--- config.mk ---
export PLATFORM = sky130hd
export DESIGN_NAME = rxhw_status_pins
export DESIGN_NICKNAME = d
export VERILOG_FILES = /design/src/hw/rxhw_pkg.sv /design/src/hw/rxhw_blk_if.sv /design/src/hw/rxhw_block_gen.sv /design/src/hw/rxhw_status_pins.sv /design/src/hw/rxhw_sync2.sv
export VERILOG_INCLUDE_DIRS = /design/src /design/src/hw
export SDC_FILE = /design/constraint.sdc
export NUM_CORES = 1
export LEC_CHECK = 0
export BUFFER_PORTS_ARGS = -buffer_cell sky130_fd_sc_hd__buf_4
export CORE_ASPECT_RATIO = 1.1
export CORE_MARGIN = 1.5
export CORE_UTILIZATION = 45
export DETAILED_ROUTE_END_ITERATION = 12
export HOLD_SLACK_MARGIN = 0.02
export PLACE_DENSITY_LB_ADDON = 0.08
export SKIP_LAST_GASP = 1
export SLEW_MARGIN = 10
export SYNTH_ARGS = -nofsm -noshare
export SYNTH_HDL_FRONTEND = slang
export SYNTH_SLANG_ARGS = --single-unit
--- constraint.sdc ---
create_clock -name core_clk -period 5.5 [get_ports core_clk]
set_input_delay 0.55 -clock core_clk [delete_from_list [all_inputs] [get_ports core_clk]]
set_output_delay 0.55 -clock core_clk [all_outputs]
set_load 0.01 [all_outputs]
--- src/hw/rxhw_defs.svh ---
// constants of the receiver hardware-mode status pin block
`ifndef RXHW_DEFS_SVH
`define RXHW_DEFS_SVH

// index of each shared strap / status pin in the pin vectors
`define RXHW_PIN_PASS 0
`define RXHW_PIN_ERR 1
`define RXHW_PIN_NONAUD 2
`define RXHW_PIN_HIRATE 3
`define RXHW_PIN_BLK 4
`define RXHW_PIN_CS 5
`define RXHW_PIN_USER 6
`define RXHW_PIN_SER 7

// output enables, active low
`define RXHW_PINS_RELEASED 8'hFF
`define RXHW_PINS_DRIVEN 8'h80

// core clock
`define RXHW_CLK_HZ 20000000

// strap sampling window after reset release
`define RXHW_STRAP_NS 1000
`define RXHW_STRAP_CYC ((`RXHW_STRAP_NS * (`RXHW_CLK_HZ / 1000000) + 999) / 1000)

// sample rate thresholds of the high-rate flag
`define RXHW_HI_RATE_HZ 88100
`define RXHW_LO_RATE_HZ 48000
`define RXHW_HI_CYC (`RXHW_CLK_HZ / `RXHW_HI_RATE_HZ)
`define RXHW_LO_CYC (`RXHW_CLK_HZ / `RXHW_LO_RATE_HZ)

// channel status block framing
`define RXHW_BLK_FRAMES 192
`define RXHW_BLK_DELAY 2
`define RXHW_BLK_LEN 16

// wishbone register byte offsets
`define RXHW_REG_STATUS 4'h0
`define RXHW_REG_ERRCNT 4'h4

`endif

--- src/hw/rxhw_pkg.sv ---
// types of the receiver hardware-mode status pin block
package rxhw_pkg;

  typedef enum logic [1:0] {RXHW_ST_STRAP, RXHW_ST_RUN, RXHW_ST_SOFT} rxhw_phase_t;

  typedef struct packed {
    rxhw_phase_t st;
    logic [4:0] strapCnt;
    logic hwMode;
    logic pdType;
    logic valMode;
    logic fmtHi;
    logic fmtLo;
    logic emph;
    logic master;
    logic mclk128;
    logic rmckPrev;
    logic olrckPrev;
    logic [9:0] ratePeriod;
    logic [7:0] pinOut;
    logic [7:0] pinOeN;
    logic rxLine;
    logic lowPower;
    logic [15:0] errCnt;
    logic wbAck;
    logic [31:0] wbDat;
  } rxhw_core_t;

  typedef struct packed {
    logic [7:0] frameCnt;
    logic seen;
    logic level;
  } rxhw_blk_t;

endpackage : rxhw_pkg

--- src/hw/rxhw_blk_if.sv ---
// frame events toward the block-start generator and its level back
`timescale 1ns/100ps
interface rxhw_blk_if (
  input wire logic clk,
  input wire logic rstN
);
  logic frameTick;
  logic zTick;
  logic blockLevel;
  modport gen (input clk, input rstN, input frameTick, input zTick, output blockLevel);
  modport user (input clk, input rstN, output frameTick, output zTick, input blockLevel);
endinterface : rxhw_blk_if

--- src/hw/rxhw_block_gen.sv ---
// channel status block-start level, counted in frames from the Z preamble
`timescale 1ns/100ps
`include "rxhw_defs.svh"
module rxhw_block_gen import rxhw_pkg::*; (
  rxhw_blk_if.gen link
);
  rxhw_blk_t state_r;
  rxhw_blk_t state_nxt;

  always_comb begin
    state_nxt = state_r;
    if (link.frameTick) begin
      if (link.zTick) begin
        state_nxt.frameCnt = 8'h00;
        state_nxt.seen = 1'b1;
      end else if (state_r.frameCnt != 8'(`RXHW_BLK_FRAMES - 1)) begin
        state_nxt.frameCnt = state_r.frameCnt + 8'h01;
      end
    end
    // window opens two frames after Z and lasts sixteen frames
    state_nxt.level = state_nxt.seen &&
        (state_nxt.frameCnt >= 8'(`RXHW_BLK_DELAY)) &&
        (state_nxt.frameCnt < 8'(`RXHW_BLK_DELAY + `RXHW_BLK_LEN));
  end

  always_ff @(posedge link.clk or negedge link.rstN) begin
    if (!link.rstN) begin
      state_r <= '0;
    end else begin
      state_r <= state_nxt;
    end
  end

  assign link.blockLevel = state_r.level;
endmodule : rxhw_block_gen

--- src/hw/rxhw_status_pins.sv ---
// receiver hardware-mode straps, input multiplexers and status pins
`timescale 1ns/100ps
`include "rxhw_defs.svh"

// Functional notes
// - pass-through pin copies the selected line input, squared, not de-jittered
// - pass-through pin level at reset picks the phase detector type
// - error pin strapped low reports validity-qualified errors, high plain errors
// - non-audio pin low for valid linear PCM, high otherwise
// - non-audio pin level at reset is the upper format select bit
// - high-rate pin 0 at or below 48 kHz, 1 from 88.1 kHz
// - high-rate pin level at reset sets emphasis audio match
// - block-start high two frames after Z, for 16 frames, then low
// - block-start pin changes only on recovered master clock rising edges
// - block-start pin level at reset picks serial port master or slave
// - channel status bits shift out on both word clock edges
// - channel status pin level at reset is the lower format select bit
// - user bits shift out on both word clock edges
// - user pin level at reset picks master clock 256 or 128 times Fs
// - reset low means low power and all state cleared
// - receiver takes one of four line inputs by a two-bit select
// - serial audio out pulled low at reset enters hardware mode
module rxhw_status_pins import rxhw_pkg::*; (
  input wire logic core_clk,
  input wire logic rst_n,
  input wire logic [3:0] lineInputPos,
  input wire logic [1:0] receiverInputSelect,
  input wire logic [1:0] passthroughRouteSelect,
  input wire logic recoveredMasterClock,
  input wire logic outputWordClock,
  input wire logic frameTick,
  input wire logic zPreambleTick,
  input wire logic csBit,
  input wire logic userBit,
  input wire logic validityBit,
  input wire logic rxError,
  input wire logic nonAudioDet,
  input wire logic [7:0] strapPinIn,
  output logic [7:0] strapPinOut,
  output logic [7:0] strapPinOeN,
  output logic receiverLine,
  output logic lowPower,
  output logic hwMode,
  output logic phaseDetectorType,
  output logic validityErrorMode,
  output logic formatSelectHi,
  output logic formatSelectLo,
  output logic emphasisMatch,
  output logic masterMode,
  output logic mclk128,
  input wire logic wbCyc,
  input wire logic wbStb,
  input wire logic wbWe,
  input wire logic [3:0] wbAdr,
  input wire logic [31:0] wbDatWr,
  input wire logic [3:0] wbSel,
  output logic [31:0] wbDatRd,
  output logic wbAck
);

  // ****************************************
  // reset release and input synchronisers
  // ****************************************
  logic rstSyncN;
  logic [17:0] syncQ;
  logic [3:0] lineS;
  logic [1:0] rxSelS;
  logic [1:0] txSelS;
  logic rmckS;
  logic olrckS;
  logic [7:0] pinS;

  // reset asserts at once but releases on the clock
  rxhw_sync2 #(.W(1)) u_rst_sync (
    .clk(core_clk),
    .rstN(rst_n),
    .d(1'b1),
    .q(rstSyncN)
  );

  // every pin and both foreign clocks cross through two flops
  rxhw_sync2 #(.W(18)) u_pin_sync (
    .clk(core_clk),
    .rstN(rstSyncN),
    .d({strapPinIn, outputWordClock, recoveredMasterClock,
        passthroughRouteSelect, receiverInputSelect, lineInputPos}),
    .q(syncQ)
  );

  assign {pinS, olrckS, rmckS, txSelS, rxSelS, lineS} = syncQ;

  // ****************************************
  // block-start generator
  // ****************************************
  rxhw_blk_if blk (
    .clk(core_clk),
    .rstN(rstSyncN)
  );

  assign blk.frameTick = frameTick;
  assign blk.zTick = zPreambleTick;

  rxhw_block_gen u_block_gen (
    .link(blk.gen)
  );

  // ****************************************
  // core state
  // ****************************************
  rxhw_core_t state_r;
  rxhw_core_t state_nxt;
  logic rmckRise;
  logic olrckEdge;
  logic wbReq;
  logic errEvt;
  logic errClr;
  logic strapLast;

  assign rmckRise = rmckS & ~state_r.rmckPrev;
  assign olrckEdge = olrckS ^ state_r.olrckPrev;
  assign wbReq = wbCyc & wbStb;
  assign errEvt = frameTick & rxError;
  // a write lands on the edge where the master sees ack
  assign errClr = wbReq & wbWe & state_r.wbAck & wbSel[0] &
      (wbAdr == `RXHW_REG_ERRCNT);
  assign strapLast = (state_r.st == RXHW_ST_STRAP) &&
      (state_r.strapCnt == 5'(`RXHW_STRAP_CYC - 1));

  always_comb begin
    state_nxt = state_r;
    state_nxt.lowPower = 1'b0;
    state_nxt.rmckPrev = rmckS;
    state_nxt.olrckPrev = olrckS;
    state_nxt.rxLine = lineS[rxSelS];

    // frame period in core cycles, saturating so a dead line reads as slow
    if (frameTick) begin
      state_nxt.ratePeriod = 10'h000;
    end else if (state_r.ratePeriod != 10'h3FF) begin
      state_nxt.ratePeriod = state_r.ratePeriod + 10'h001;
    end

    case (state_r.st)
      RXHW_ST_STRAP: begin
        // pins released so the external pull resistors set their level
        state_nxt.pinOeN = `RXHW_PINS_RELEASED;
        state_nxt.pinOut = 8'h00;
        state_nxt.strapCnt = state_r.strapCnt + 5'h01;
        if (strapLast) begin
          state_nxt.pdType = pinS[`RXHW_PIN_PASS];
          state_nxt.valMode = ~pinS[`RXHW_PIN_ERR];
          state_nxt.fmtHi = pinS[`RXHW_PIN_NONAUD];
          state_nxt.emph = pinS[`RXHW_PIN_HIRATE];
          state_nxt.master = pinS[`RXHW_PIN_BLK];
          state_nxt.fmtLo = pinS[`RXHW_PIN_CS];
          state_nxt.mclk128 = pinS[`RXHW_PIN_USER];
          state_nxt.hwMode = ~pinS[`RXHW_PIN_SER];
          if (!pinS[`RXHW_PIN_SER]) begin
            state_nxt.st = RXHW_ST_RUN;
            state_nxt.pinOeN = `RXHW_PINS_DRIVEN;
          end else begin
            state_nxt.st = RXHW_ST_SOFT;
          end
        end
      end
      RXHW_ST_RUN: begin
        // squared copy only, jitter passes straight through
        state_nxt.pinOut[`RXHW_PIN_PASS] = lineS[txSelS];
        state_nxt.pinOut[`RXHW_PIN_ERR] = rxError | (state_r.valMode & validityBit);
        state_nxt.pinOut[`RXHW_PIN_NONAUD] = nonAudioDet;
        if (frameTick) begin
          // between the thresholds the flag keeps its last value
          if (state_r.ratePeriod < 10'(`RXHW_HI_CYC)) begin
            state_nxt.pinOut[`RXHW_PIN_HIRATE] = 1'b1;
          end else if (state_r.ratePeriod >= 10'(`RXHW_LO_CYC - 1)) begin
            state_nxt.pinOut[`RXHW_PIN_HIRATE] = 1'b0;
          end
        end
        if (rmckRise) begin
          state_nxt.pinOut[`RXHW_PIN_BLK] = blk.blockLevel;
        end
        if (olrckEdge) begin
          state_nxt.pinOut[`RXHW_PIN_CS] = csBit;
          state_nxt.pinOut[`RXHW_PIN_USER] = userBit;
        end
      end
      RXHW_ST_SOFT: begin
        // control-port mode lives elsewhere, pins stay released
        state_nxt.pinOeN = `RXHW_PINS_RELEASED;
        state_nxt.pinOut = 8'h00;
      end
      default: begin
        state_nxt.st = RXHW_ST_STRAP;
      end
    endcase

    // error frame counter, a clear with a new error in the same cycle leaves a count of one
    if (errEvt) begin
      if (errClr) begin
        state_nxt.errCnt = 16'h0001;
      end else if (state_r.errCnt != 16'hFFFF) begin
        state_nxt.errCnt = state_r.errCnt + 16'h0001;
      end
    end else if (errClr) begin
      state_nxt.errCnt = 16'h0000;
    end

    // wishbone slave, one wait state, unmapped reads return zero
    state_nxt.wbAck = wbReq & ~state_r.wbAck;
    state_nxt.wbDat = 32'h0000_0000;
    if (wbReq && !state_r.wbAck && !wbWe) begin
      case (wbAdr)
        `RXHW_REG_STATUS: begin
          state_nxt.wbDat = {20'h0_0000, 2'(state_r.st),
              state_r.pinOut[`RXHW_PIN_BLK], state_r.pinOut[`RXHW_PIN_HIRATE],
              state_r.mclk128, state_r.master, state_r.emph, state_r.fmtHi,
              state_r.fmtLo, state_r.valMode, state_r.pdType, state_r.hwMode};
        end
        `RXHW_REG_ERRCNT: begin
          state_nxt.wbDat = {16'h0000, state_r.errCnt};
        end
        default: begin
          state_nxt.wbDat = 32'h0000_0000;
        end
      endcase
    end
  end

  // low power flag and cleared state while reset is held
  always_ff @(posedge core_clk or negedge rstSyncN) begin
    if (!rstSyncN) begin
      state_r <= '{st: RXHW_ST_STRAP, pinOeN: `RXHW_PINS_RELEASED,
          lowPower: 1'b1, default: '0};
    end else begin
      state_r <= state_nxt;
    end
  end

  // ****************************************
  // outputs
  // ****************************************
  assign strapPinOut = state_r.pinOut;
  assign strapPinOeN = state_r.pinOeN;
  assign receiverLine = state_r.rxLine;
  assign lowPower = state_r.lowPower;
  assign hwMode = state_r.hwMode;
  assign phaseDetectorType = state_r.pdType;
  assign validityErrorMode = state_r.valMode;
  assign formatSelectHi = state_r.fmtHi;
  assign formatSelectLo = state_r.fmtLo;
  assign emphasisMatch = state_r.emph;
  assign masterMode = state_r.master;
  assign mclk128 = state_r.mclk128;
  assign wbDatRd = state_r.wbDat;
  assign wbAck = state_r.wbAck;
endmodule : rxhw_status_pins

--- src/hw/rxhw_sync2.sv ---
// two flip-flop synchroniser, parameterised width
`timescale 1ns/100ps
module rxhw_sync2 import rxhw_pkg::*; #(
  parameter int W = 1
) (
  input wire logic clk,
  input wire logic rstN,
  input wire logic [W-1:0] d,
  output logic [W-1:0] q
);
  typedef struct packed {
    logic [W-1:0] s1;
    logic [W-1:0] s2;
  } rxhw_sync_t;

  rxhw_sync_t state_r;
  rxhw_sync_t state_nxt;

  // first stage feeds only the second stage
  always_comb begin
    state_nxt.s1 = d;
    state_nxt.s2 = state_r.s1;
  end

  always_ff @(posedge clk or negedge rstN) begin
    if (!rstN) begin
      state_r <= '0;
    end else begin
      state_r <= state_nxt;
    end
  end

  assign q = state_r.s2;
endmodule : rxhw_sync2
==> Word level (Yosys, flattened, before mapping) <==
Cells that the tools add are included.
{ "classes": {"muxes": 28, "eq_ne": 12, "reduce_logical": 22, "bitwise": 16, "add_sub_neg": 4, "n_lt_le_gt_ge": 6} }
{ "op_table": {"columns": ["operator", "count"], "rows": [
  ["two-way mux 16 bit", 5],
  ["case mux 16 bit (2 select lines)", 1],
  ["two-way mux 10 bit", 2],
  ["adder 16 x 1 -> 16 bit, second input constant", 1],
  ["two-way mux 8 bit", 2],
  ["!= test 16 bit, second input constant", 1],
  ["case mux 8 bit (2 select lines)", 1],
  ["two-way mux 7 bit", 2],
  ["case mux 7 bit (2 select lines)", 1],
  ["adder 10 x 1 -> 10 bit, second input constant", 1],
  ["greater-or-equal comparator 10 x 9 -> 1 bit, second input constant", 1],
  ["< comparator 10 x 8 -> 1 bit, second input constant", 1],
  ["!= test 10 bit, second input constant", 1],
  ["AND reduction 2 bit", 5],
  ["nonzero test 2 bit", 5],
  ["AND 1 bit", 9],
  ["two-way mux 9 bit", 1],
  ["adder 8 x 1 -> 8 bit, second input constant", 1],
  ["greater-or-equal comparator 8 x 2 -> 1 bit, second input constant", 1],
  ["< comparator 8 x 5 -> 1 bit, second input constant", 1],
  ["!= test 2 bit, second input constant", 4],
  ["!= test 8 bit, second input constant", 1],
  ["two-way mux 1 bit", 7],
  ["< comparator 2 x 3 -> 1 bit, second input constant", 2],
  ["other kinds (18)", 31]
]} }
{ "totals": {"register_bits": 141, "output_inout_bits": 59, "elab_cells": 118, "in_bits": 70} }

==> Logic depth before layout (Yosys ltp) <==
Gate-level depths: netlist of the first run.
{ "logic_depth": {"depth_word": 7, "ltp_mapped": 7} }

==> Cells and area by module <==
From an unflattened synthesis of the first run, not the netlist that was laid out.
{ "unflattened": {"hier_cells": 482, "area_unflattened_um2": 5303.8} }
{ "modules_own_cells": {"columns": ["mod", "area_per_inst_um2", "cells_per_inst", "n_inst", "seq_area_each_um2"], "rows": [
  ["rxhw_status_pins", 3704.8, 375, 1, 1754.2],
  ["rxhw_sync2 at u_pin_sync", 900.9, 36, 1, 900.9],
  ["rxhw_block_gen", 648.1, 69, 1, 250.2],
  ["rxhw_sync2 at u_rst_sync", 50.0, 2, 1, 50.0]
]} }

==> Least setup slack after synthesis of the first run <==
OpenSTA, ideal clock, no wires.
{ "synth_timing": {"kind": "register to register", "start": "register state_r[93] (netlist bit)", "end": "register state_r (netlist bit emphasisMatch)", "synth_period_minus_slack_ps": 1620, "arrival_time_ps": 1495, "t_required_ps": 5375, "stages_incl_launch_ff": 7, "path_slack_ps": 3880, "path_cell_list": "dfrtp_1 -> inv_1 -> ha_1 -> clkbuf_1 -> nand2_1 -> buf_2 -> mux2_2"} }
{ "synth_via": {"elab_chain_cells": 3} }
{ "synth_lines": {"columns": ["element", "line_no", "source"], "rows": [
  ["from (decl)", "rxhw_status_pins.sv:110", "rxhw_core_t state_r;"],
  ["from (signal assigned)", "rxhw_status_pins.sv:232", "state_r <= '{st: RXHW_ST_STRAP, pinOeN: `RXHW_PINS_RELEASED,"],
  ["from (signal assigned)", "rxhw_status_pins.sv:235", "state_r <= state_nxt;"],
  ["logical NOT 2 bit (*)", null, null],
  ["logical AND 1 bit", "rxhw_status_pins.sv:126", "assign strapLast = (state_r.st == RXHW_ST_STRAP) &&"],
  ["AND reduction 2 bit (no source line) (*)", null, null]
]} }
Every way passes the cells marked *; elsewhere a longest branch is shown, timed or not.
A chain may end at the register's enable or synchronous reset.

==> Final worst setup path of the first run <==
{ "layout_timing": {"start": "register state_r[93] (netlist bit)", "end": "register state_r (netlist bit strapPinOut[4])"} }
{ "layout_via": {"elab_chain_cells": 4, "elab_cells_between_ends": 8} }
{ "layout_lines": {"columns": ["element"], "rows": [
  ["equality test 2 bit or logical NOT 2 bit (tied branches)"],
  ["OR reduction 2 bit (no source line)"],
  ["nonzero test 2 bit (no source line)"],
  ["AND reduction 2 bit (no source line)"]
]} }
Several ways; a longest one is shown, not always the timed one.

==> flow_metrics.py, run 1 <==
metrics = {
    "floorplanning": {
        "die_h_um": 115,
        "rows": 40,
        "io_pins": 129,
        "die_x_um": 105,
        "coreArea_um2": 11100,
        "start_util_pct": 46.7,
        "die_area_um2": 12100,
    },
    "timing": {
        "rsz0062_at_grt": "no",
        "slew_headroom_pct": 40.4,
        "fin_tns_setup_ns": 0,
        "fin_crit_ns": 1.95,
        "setup_ws_ns": 3.55,
        "worst_slew_pin_slew_ns": 0.894,
        "min_period_over_period_pct": 35.5,
        "skew_ns": 0.00801,
        "finalHoldViolCount": 0,
        "final_max_slew_viol_count": 0,
        "max_freq_mhz": 512,
        "setup_viol": 0,
    },
    "global_routing": {
        "grt.met2_usage_pct": 28.1,
        "met1_usage_pct": 21.2,
        "grt_max_degree": 72,
        "grt_pass1_wl_mm": 16.2,
        "busiest_layer": "met2",
        "grt.met3_usage_pct": 5.10,
        "grt_pass1_vias": 3428,
        "antenna_found_initial": 0,
        "grt_usage_pct": 17.2,
        "overflow": 0,
    },
    "cts": {
        "htreeDepth": 4,
        "post_cts_buffers": 0,
        "numCtsBuffers": 17,
        "path_clk_slew_ns": 0.06,
        "cts_sinks": 118,
        "clock_path_buffers": 2,
        "insertion_delay_ns": 0.40,
        "cts_tree": "built",
        "ctsResizeCount": 0,
        "root_buffer": "clkbuf_16",
    },
    "detailed_routing": {
        "wl_per_cell_um": 14.3,
        "dr.pass1.iters": 4,
        "routed_wl_mm": 9.46,
        "drtIter0Drc": 182,
        "drc": 0,
        "ant_nets": 0,
        "via_count": 3335,
        "vias_per_cell": 5.05,
    },
    "synthesis": {
        "ys_seq_elements": 118,
        "yosys_warnings": 0,
        "ys_async_sr_fraction_pct": 100,
        "yosysUniqueCellTypes": 61,
        "netlist_area_um2": 5170,
        "syn-mean-instance-area_um2": 11.7,
        "ys_seq_area_share_pct": 57.2,
        "synth_cells": 443,
        "ys.flop_type": "dfrtp_1",
        "synth-edff-count": 0,
    },
    "placement": {
        "gp_congestion": 0.866,
        "portBuffers": 75,
        "place_ws_ns": 3.53,
        "dp_hpwl_mm": 6.44,
    },
    "pwr": {
        "irDropWorstVdd_uv": 208,
        "power.total_mw": 2.57,
        "p_leak_nw": 2.88,
        "powerDensity_nw_per_um2": 415,
    },
    "finish": {
        "fillers": 966,
        "diodes": 0,
        "area_delta_synth_final_pct": 20.0,
        "drive_above_1_share_pct": 28.8,
        "nets": 579,
    },
    "setup_path": {
        "cp-end-kind": "flip-flop",
        "crit_type": "reg -> reg",
        "slowest_stage": "nor2_1",
        "required_ns": 5.84,
        "crit_arrival_ns": 2.29,
        "critPathMaxStageDelay_ns": 0.55,
        "worstPathCellList": "inv_1 > ha_1 > nor2_1 > nand4b_1 > a21oi_1 > a31o_2",
        "crit_path_max_fanout": 11,
        "cp-start-kind": "flip-flop",
    },
    "job": {
        "maxCapViolCount": 0,
    },
    "run_status": {
        "status": "finished, final reports clean",
    },
    "min_path": {
        "hp-class": "in -> reg",
    },
}
[synthesized netlist by cell type, types with 5 or more instances]
| library cell | number | share of area, % |
|---|---|---|
| and2_1 | 6 | 0.73 |
| mux2_2 | 7 | 1.5 |
| xnor2_1 | 6 | 1.0 |
| and3_1 | 7 | 0.85 |
| nor2_2 | 6 | 0.73 |
| o21ai_1 | 5 | 0.48 |
| xor2_1 | 19 | 3.2 |
| a22oi_1 | 12 | 1.7 |
| inv_1 | 8 | 0.58 |
| dfrtp_1 | 116 | 56 |
| nand3_1 | 10 | 0.97 |
| nand4_1 | 6 | 0.73 |
| a21oi_1 | 10 | 0.97 |
| ha_1 | 8 | 1.9 |
| nor2_1 | 42 | 3.1 |
| clkbuf_1 | 5 | 0.36 |
| buf_4 | 50 | 7.3 |
| nor3_1 | 9 | 0.87 |
| nand2_1 | 25 | 1.8 |
| o21ai_0 | 14 | 1.4 |
[path summary, 6_finish.rpt]
kind / start / end / slack (ns) / cells past startpoint
max: state_r[93] / strapPinOut[4] / 3.55 / 6
min: passthroughRouteSelect[0] / u_pin_sync.state_nxt[6] / 0.25 / 1
max reg2reg: state_r[93] / strapPinOut[4] / 3.55 / 6
min reg2reg: u_pin_sync.state_nxt[15] / u_pin_sync.q[15] / 0.34 / 0
max in group asynchronous: u_rst_sync.q / state_r[39] / 3.93 / 1
min in group asynchronous: u_rst_sync.q / u_pin_sync.state_nxt[1] / 0.46 / 0
[power by group]
part           switching, mW  leakage [nW]  internal (mW)
Combinational          0.186          1.11          0.197
Sequential             0.112          1.49          0.984
Clock                  0.417         0.284          0.678
[layout by cell type (no fill, tap or decap), drive strengths merged, types with 11 or more instances in the layout]
cell type / n
inv: 16
nor3: 11
nand2: 25
clkbuf: 17
buf: 78
dfrtp: 116
nand3: 11
nor2: 49
conb: 20
xor2: 19
a22oi: 12
o21ai: 19
[layer usage]
metal,up-vias,wire length [um]
met3,15,414
met1,1630,4140
met2,87,4750
li1,1603,-
met4,0,155
met5,-,0
[state kept, by name, summed over array words and instances, names as in the netlist, 7 cells and up]
register              flops
u_block_gen.state_r       9
u_pin_sync.q             18
state_r                  35
strapPinOut               7
u_pin_sync.state_nxt     18
wbDatRd                  16
[kinds of logic (layout without fill, tap and decap cells)]
group | count (synthesis) | in the layout | synth area share [%]
AND/OR/NAND/NOR | 145 | 145 | 16.2
adder cells (fa/ha/maj) | 8 | 8 | 1.94
AO/OA/AOI/OAI | 66 | 66 | 8.57
flip-flops | 118 | 118 | 57.2
buffers and inverters | 67 | 120 | 8.69
other | 2 | 20 | 0.145
multiplexers | 12 | 12 | 3.00
XOR/XNOR | 25 | 25 | 4.24
[layout make-up]
class,count,area (um^2),share of cell area (%)
clock buffer,17,425,6.86
clock inverter,15,169,2.72
inverter,9,33.8,0.545
multi-input combinational,276,1840,29.6
sequential,118,2960,47.7
tap,147,184,2.96
timing repair buffer,79,596,9.60
[stage by stage]
stage	cell area [um^2]	instances	util, %	hold slack, ns
floorplan	5240	461	-	0.254
global placement	5600	628	50.6	0.333
detailed placement	5600	628	50.6	0.335
CTS	6200	661	56.1	0.233
global route	6200	661	56.1	0.227
finish	6200	661	56.1	0.250
[what timing repair did]
action,in CTS,in global routing
endpoints found under the setup margin,0,0
hold endpoints to repair,2,0
hold buffers,1,0
[critical path, delay by kind of cell (launching register included)]
family	cells	cell delay (ns)
flops	1	0.43
buf+inv	1	0.10
fa+ha+maj	1	0.33
compound gates	2	0.31
simple gates	2	0.72
Note: power is estimated with default switching activity, not from simulation.
==> inputs of run 2 (changes only) <==
Clock period 5.5 ns to 1.9 ns, I/O delays scaled along.
==> flow_metrics.py, run 2 (synthesis gave the netlist of run 1 again) <==
metrics = {
    "timing": {
        "holdWs_ns": 0.0499,
        "max_freq_mhz": 560,
        "worst_slew_pin_slew_ns": 0.547,
        "setup_viol": 0,
        "skew_ns": 0.0100,
        "min_period_over_period_pct": 94.0,
        "finalHoldViolCount": 0,
        "final_max_slew_viol_count": 0,
        "fin_crit_ns": 1.79,
        "fin_tns_setup_ns": 0,
        "slew_headroom_pct": 63.5,
    },
    "floorplanning": {
        "coreArea_um2": 11100,
        "die_area_um2": 12100,
        "start_util_pct": 46.7,
        "rows": 40,
        "io_pins": 129,
        "die_h_um": 115,
        "die_x_um": 105,
    },
    "global_routing": {
        "overflow": 0,
        "grt_max_degree": 46,
        "grt_pass1_vias": 3517,
        "grt_pass1_wl_mm": 16.7,
        "grt_usage_pct": 17.8,
        "antenna_found_initial": 0,
    },
    "setup_path": {
        "worstSetupStartpoint": "u_block_gen.state_r[3]",
        "worstPathCellList": "ha_2 > nand4b_1 > nand2b_4 > a22o_1 > nor3_2 > nor4b_4",
        "crit_arrival_ns": 2.06,
        "critPathMaxStageDelay_ns": 0.40,
        "cp_num_buf_inv": 0,
        "cp-end-kind": "flip-flop",
        "reg2reg_setup_slack_ns": 0.11,
        "slowest_stage": "dfrtp_2",
        "r2r_cells": 6,
        "crit_type": "reg -> reg",
        "required_ns": 2.17,
        "crit_path_max_fanout": 5,
        "cp-start-kind": "flip-flop",
        "cp_top_family": "simple AND/OR/NAND/NOR gates",
        "rr_startpoint": "u_block_gen.state_r[3]",
        "reg2reg_to": "u_block_gen.link.blockLevel",
    },
    "detailed_routing": {
        "dr.pass1.iters": 6,
        "wl_per_cell_um": 14.1,
        "routed_wl_mm": 9.78,
        "drtIter0Drc": 152,
        "drc": 0,
        "vias_per_cell": 5.01,
        "via_count": 3470,
        "ant_nets": 0,
    },
    "finish": {
        "layout_common_cells": "dfrtp_1, buf_4, nor2_1",
        "largest_reg_flops": 35,
        "top_register": "state_r",
        "fin_util_pct": 58.8,
        "layout_commonest_cell": "dfrtp_1",
        "drive_above_1_share_pct": 30.2,
        "area_delta_synth_final_pct": 25.8,
        "diodes": 0,
        "nets": 611,
    },
    "pwr": {
        "powerDensity_nw_per_um2": 1130,
        "power_frac_clock_pct": 40.1,
        "seqPwrFrac_pct": 42.8,
        "internal_power_mw": 5.33,
        "p_leak_nw": 3.02,
        "switching_share_pct": 27.8,
        "switching_power_mw": 2.05,
        "comb_power_share_pct": 17.1,
        "irDropWorstVdd_uv": 540,
    },
    "placement": {
        "gp_congestion": 0.840,
        "dp_hpwl_mm": 6.75,
        "portBuffers": 75,
    },
    "cts": {
        "clock_path_buffers": 2,
        "cts_sinks": 118,
        "path_clk_slew_ns": 0.05,
        "root_buffer": "clkbuf_16",
        "htreeDepth": 4,
        "cts_tree": "built",
        "insertion_delay_ns": 0.40,
        "numCtsBuffers": 17,
    },
    "min_path": {
        "hp-class": "in -> reg",
        "holdPathStages": 3,
        "hold_path_end": "strapPinOut[2]",
        "hp-start": "nonAudioDet",
    },
    "run_status": {
        "status": "finished, final reports clean",
    },
    "job": {
        "maxCapViolCount": 0,
    },
}
-- run 2: cell types whose count changed in the layout (fill, tap and decap cells not counted), moves of 2 or more --
cell	delta
dlygate4sd3_1	+18
clkinv_2	+2
buf_4	+12
inv_6	-5
buf_12	+2
clkinv_4	+3
-- run 2: per-stage QoR --
step	power [mW]	setup slack (ns)	cells	area (um^2)
finish	7.37	0.114	693	6500
global route	7.79	-0.00771	693	6500
CTS	7.46	0.0744	692	6470
detailed placement	4.43	0.0893	641	5720
global placement	4.39	0.110	641	5720
floorplan	3.93	0.280	461	5240
-- run 2: what timing repair did --
action,in CTS,in global routing
hold buffers,19,0
gates resized for setup,0,5
buffers inserted,0,1
endpoints found under the hold margin,20,0
setup endpoints to repair,0,1
-- run 2: worst max path at each step --
stage / to / slack [ns] / cells past startpoint
2_1_floorplan: emphasisMatch / 0.28 / 6
3_3_place_gp: u_block_gen.link.blockLevel / 0.11 / 6
3_5_place_dp: u_block_gen.link.blockLevel / 0.09 / 6
4_1_cts: u_block_gen.link.blockLevel / 0.07 / 6
5_1_grt: u_block_gen.link.blockLevel / -0.008 / 6
6_report: u_block_gen.link.blockLevel / 0.11 / 6
-- run 2: area by class of cell --
class	instances	area [um^2]
Fill cell	949	4560
Sequential cell	118	2960
Multi-Input combinational cell	276	1860
Timing Repair Buffer	111	906
Clock buffer	18	429
Tap cell	147	184
Clock inverter	14	131
Inverter	9	33.8
-- run 2: worst reg2reg max path, stage by stage (launching register included) --
cell and delay (ns):
dfrtp_2 0.40, ha_2 0.24, nand4b_1 0.24, nand2b_4 0.24, a22o_1 0.25, nor3_2 0.23
nor4b_4 0.07
-- run 2: metal layers --
metal	wire length [um]	share of wire, %	global-route usage, %
met4	186	1.9	8.22
met1	4160	43	20.7
met3	424	4.3	4.65
met2	5010	51	30.8
met5	0	0	0
-- run 2: power by group through the flow --
stage	clock network, mW	logic [mW]	registers (mW)
final	2.96	1.26	3.15
after global routing	3.16	1.42	3.21
after CTS	3.04	1.26	3.16
after detailed placement	0	1.23	3.20
after global placement	0	1.20	3.19
after floorplan	0	0.747	3.18
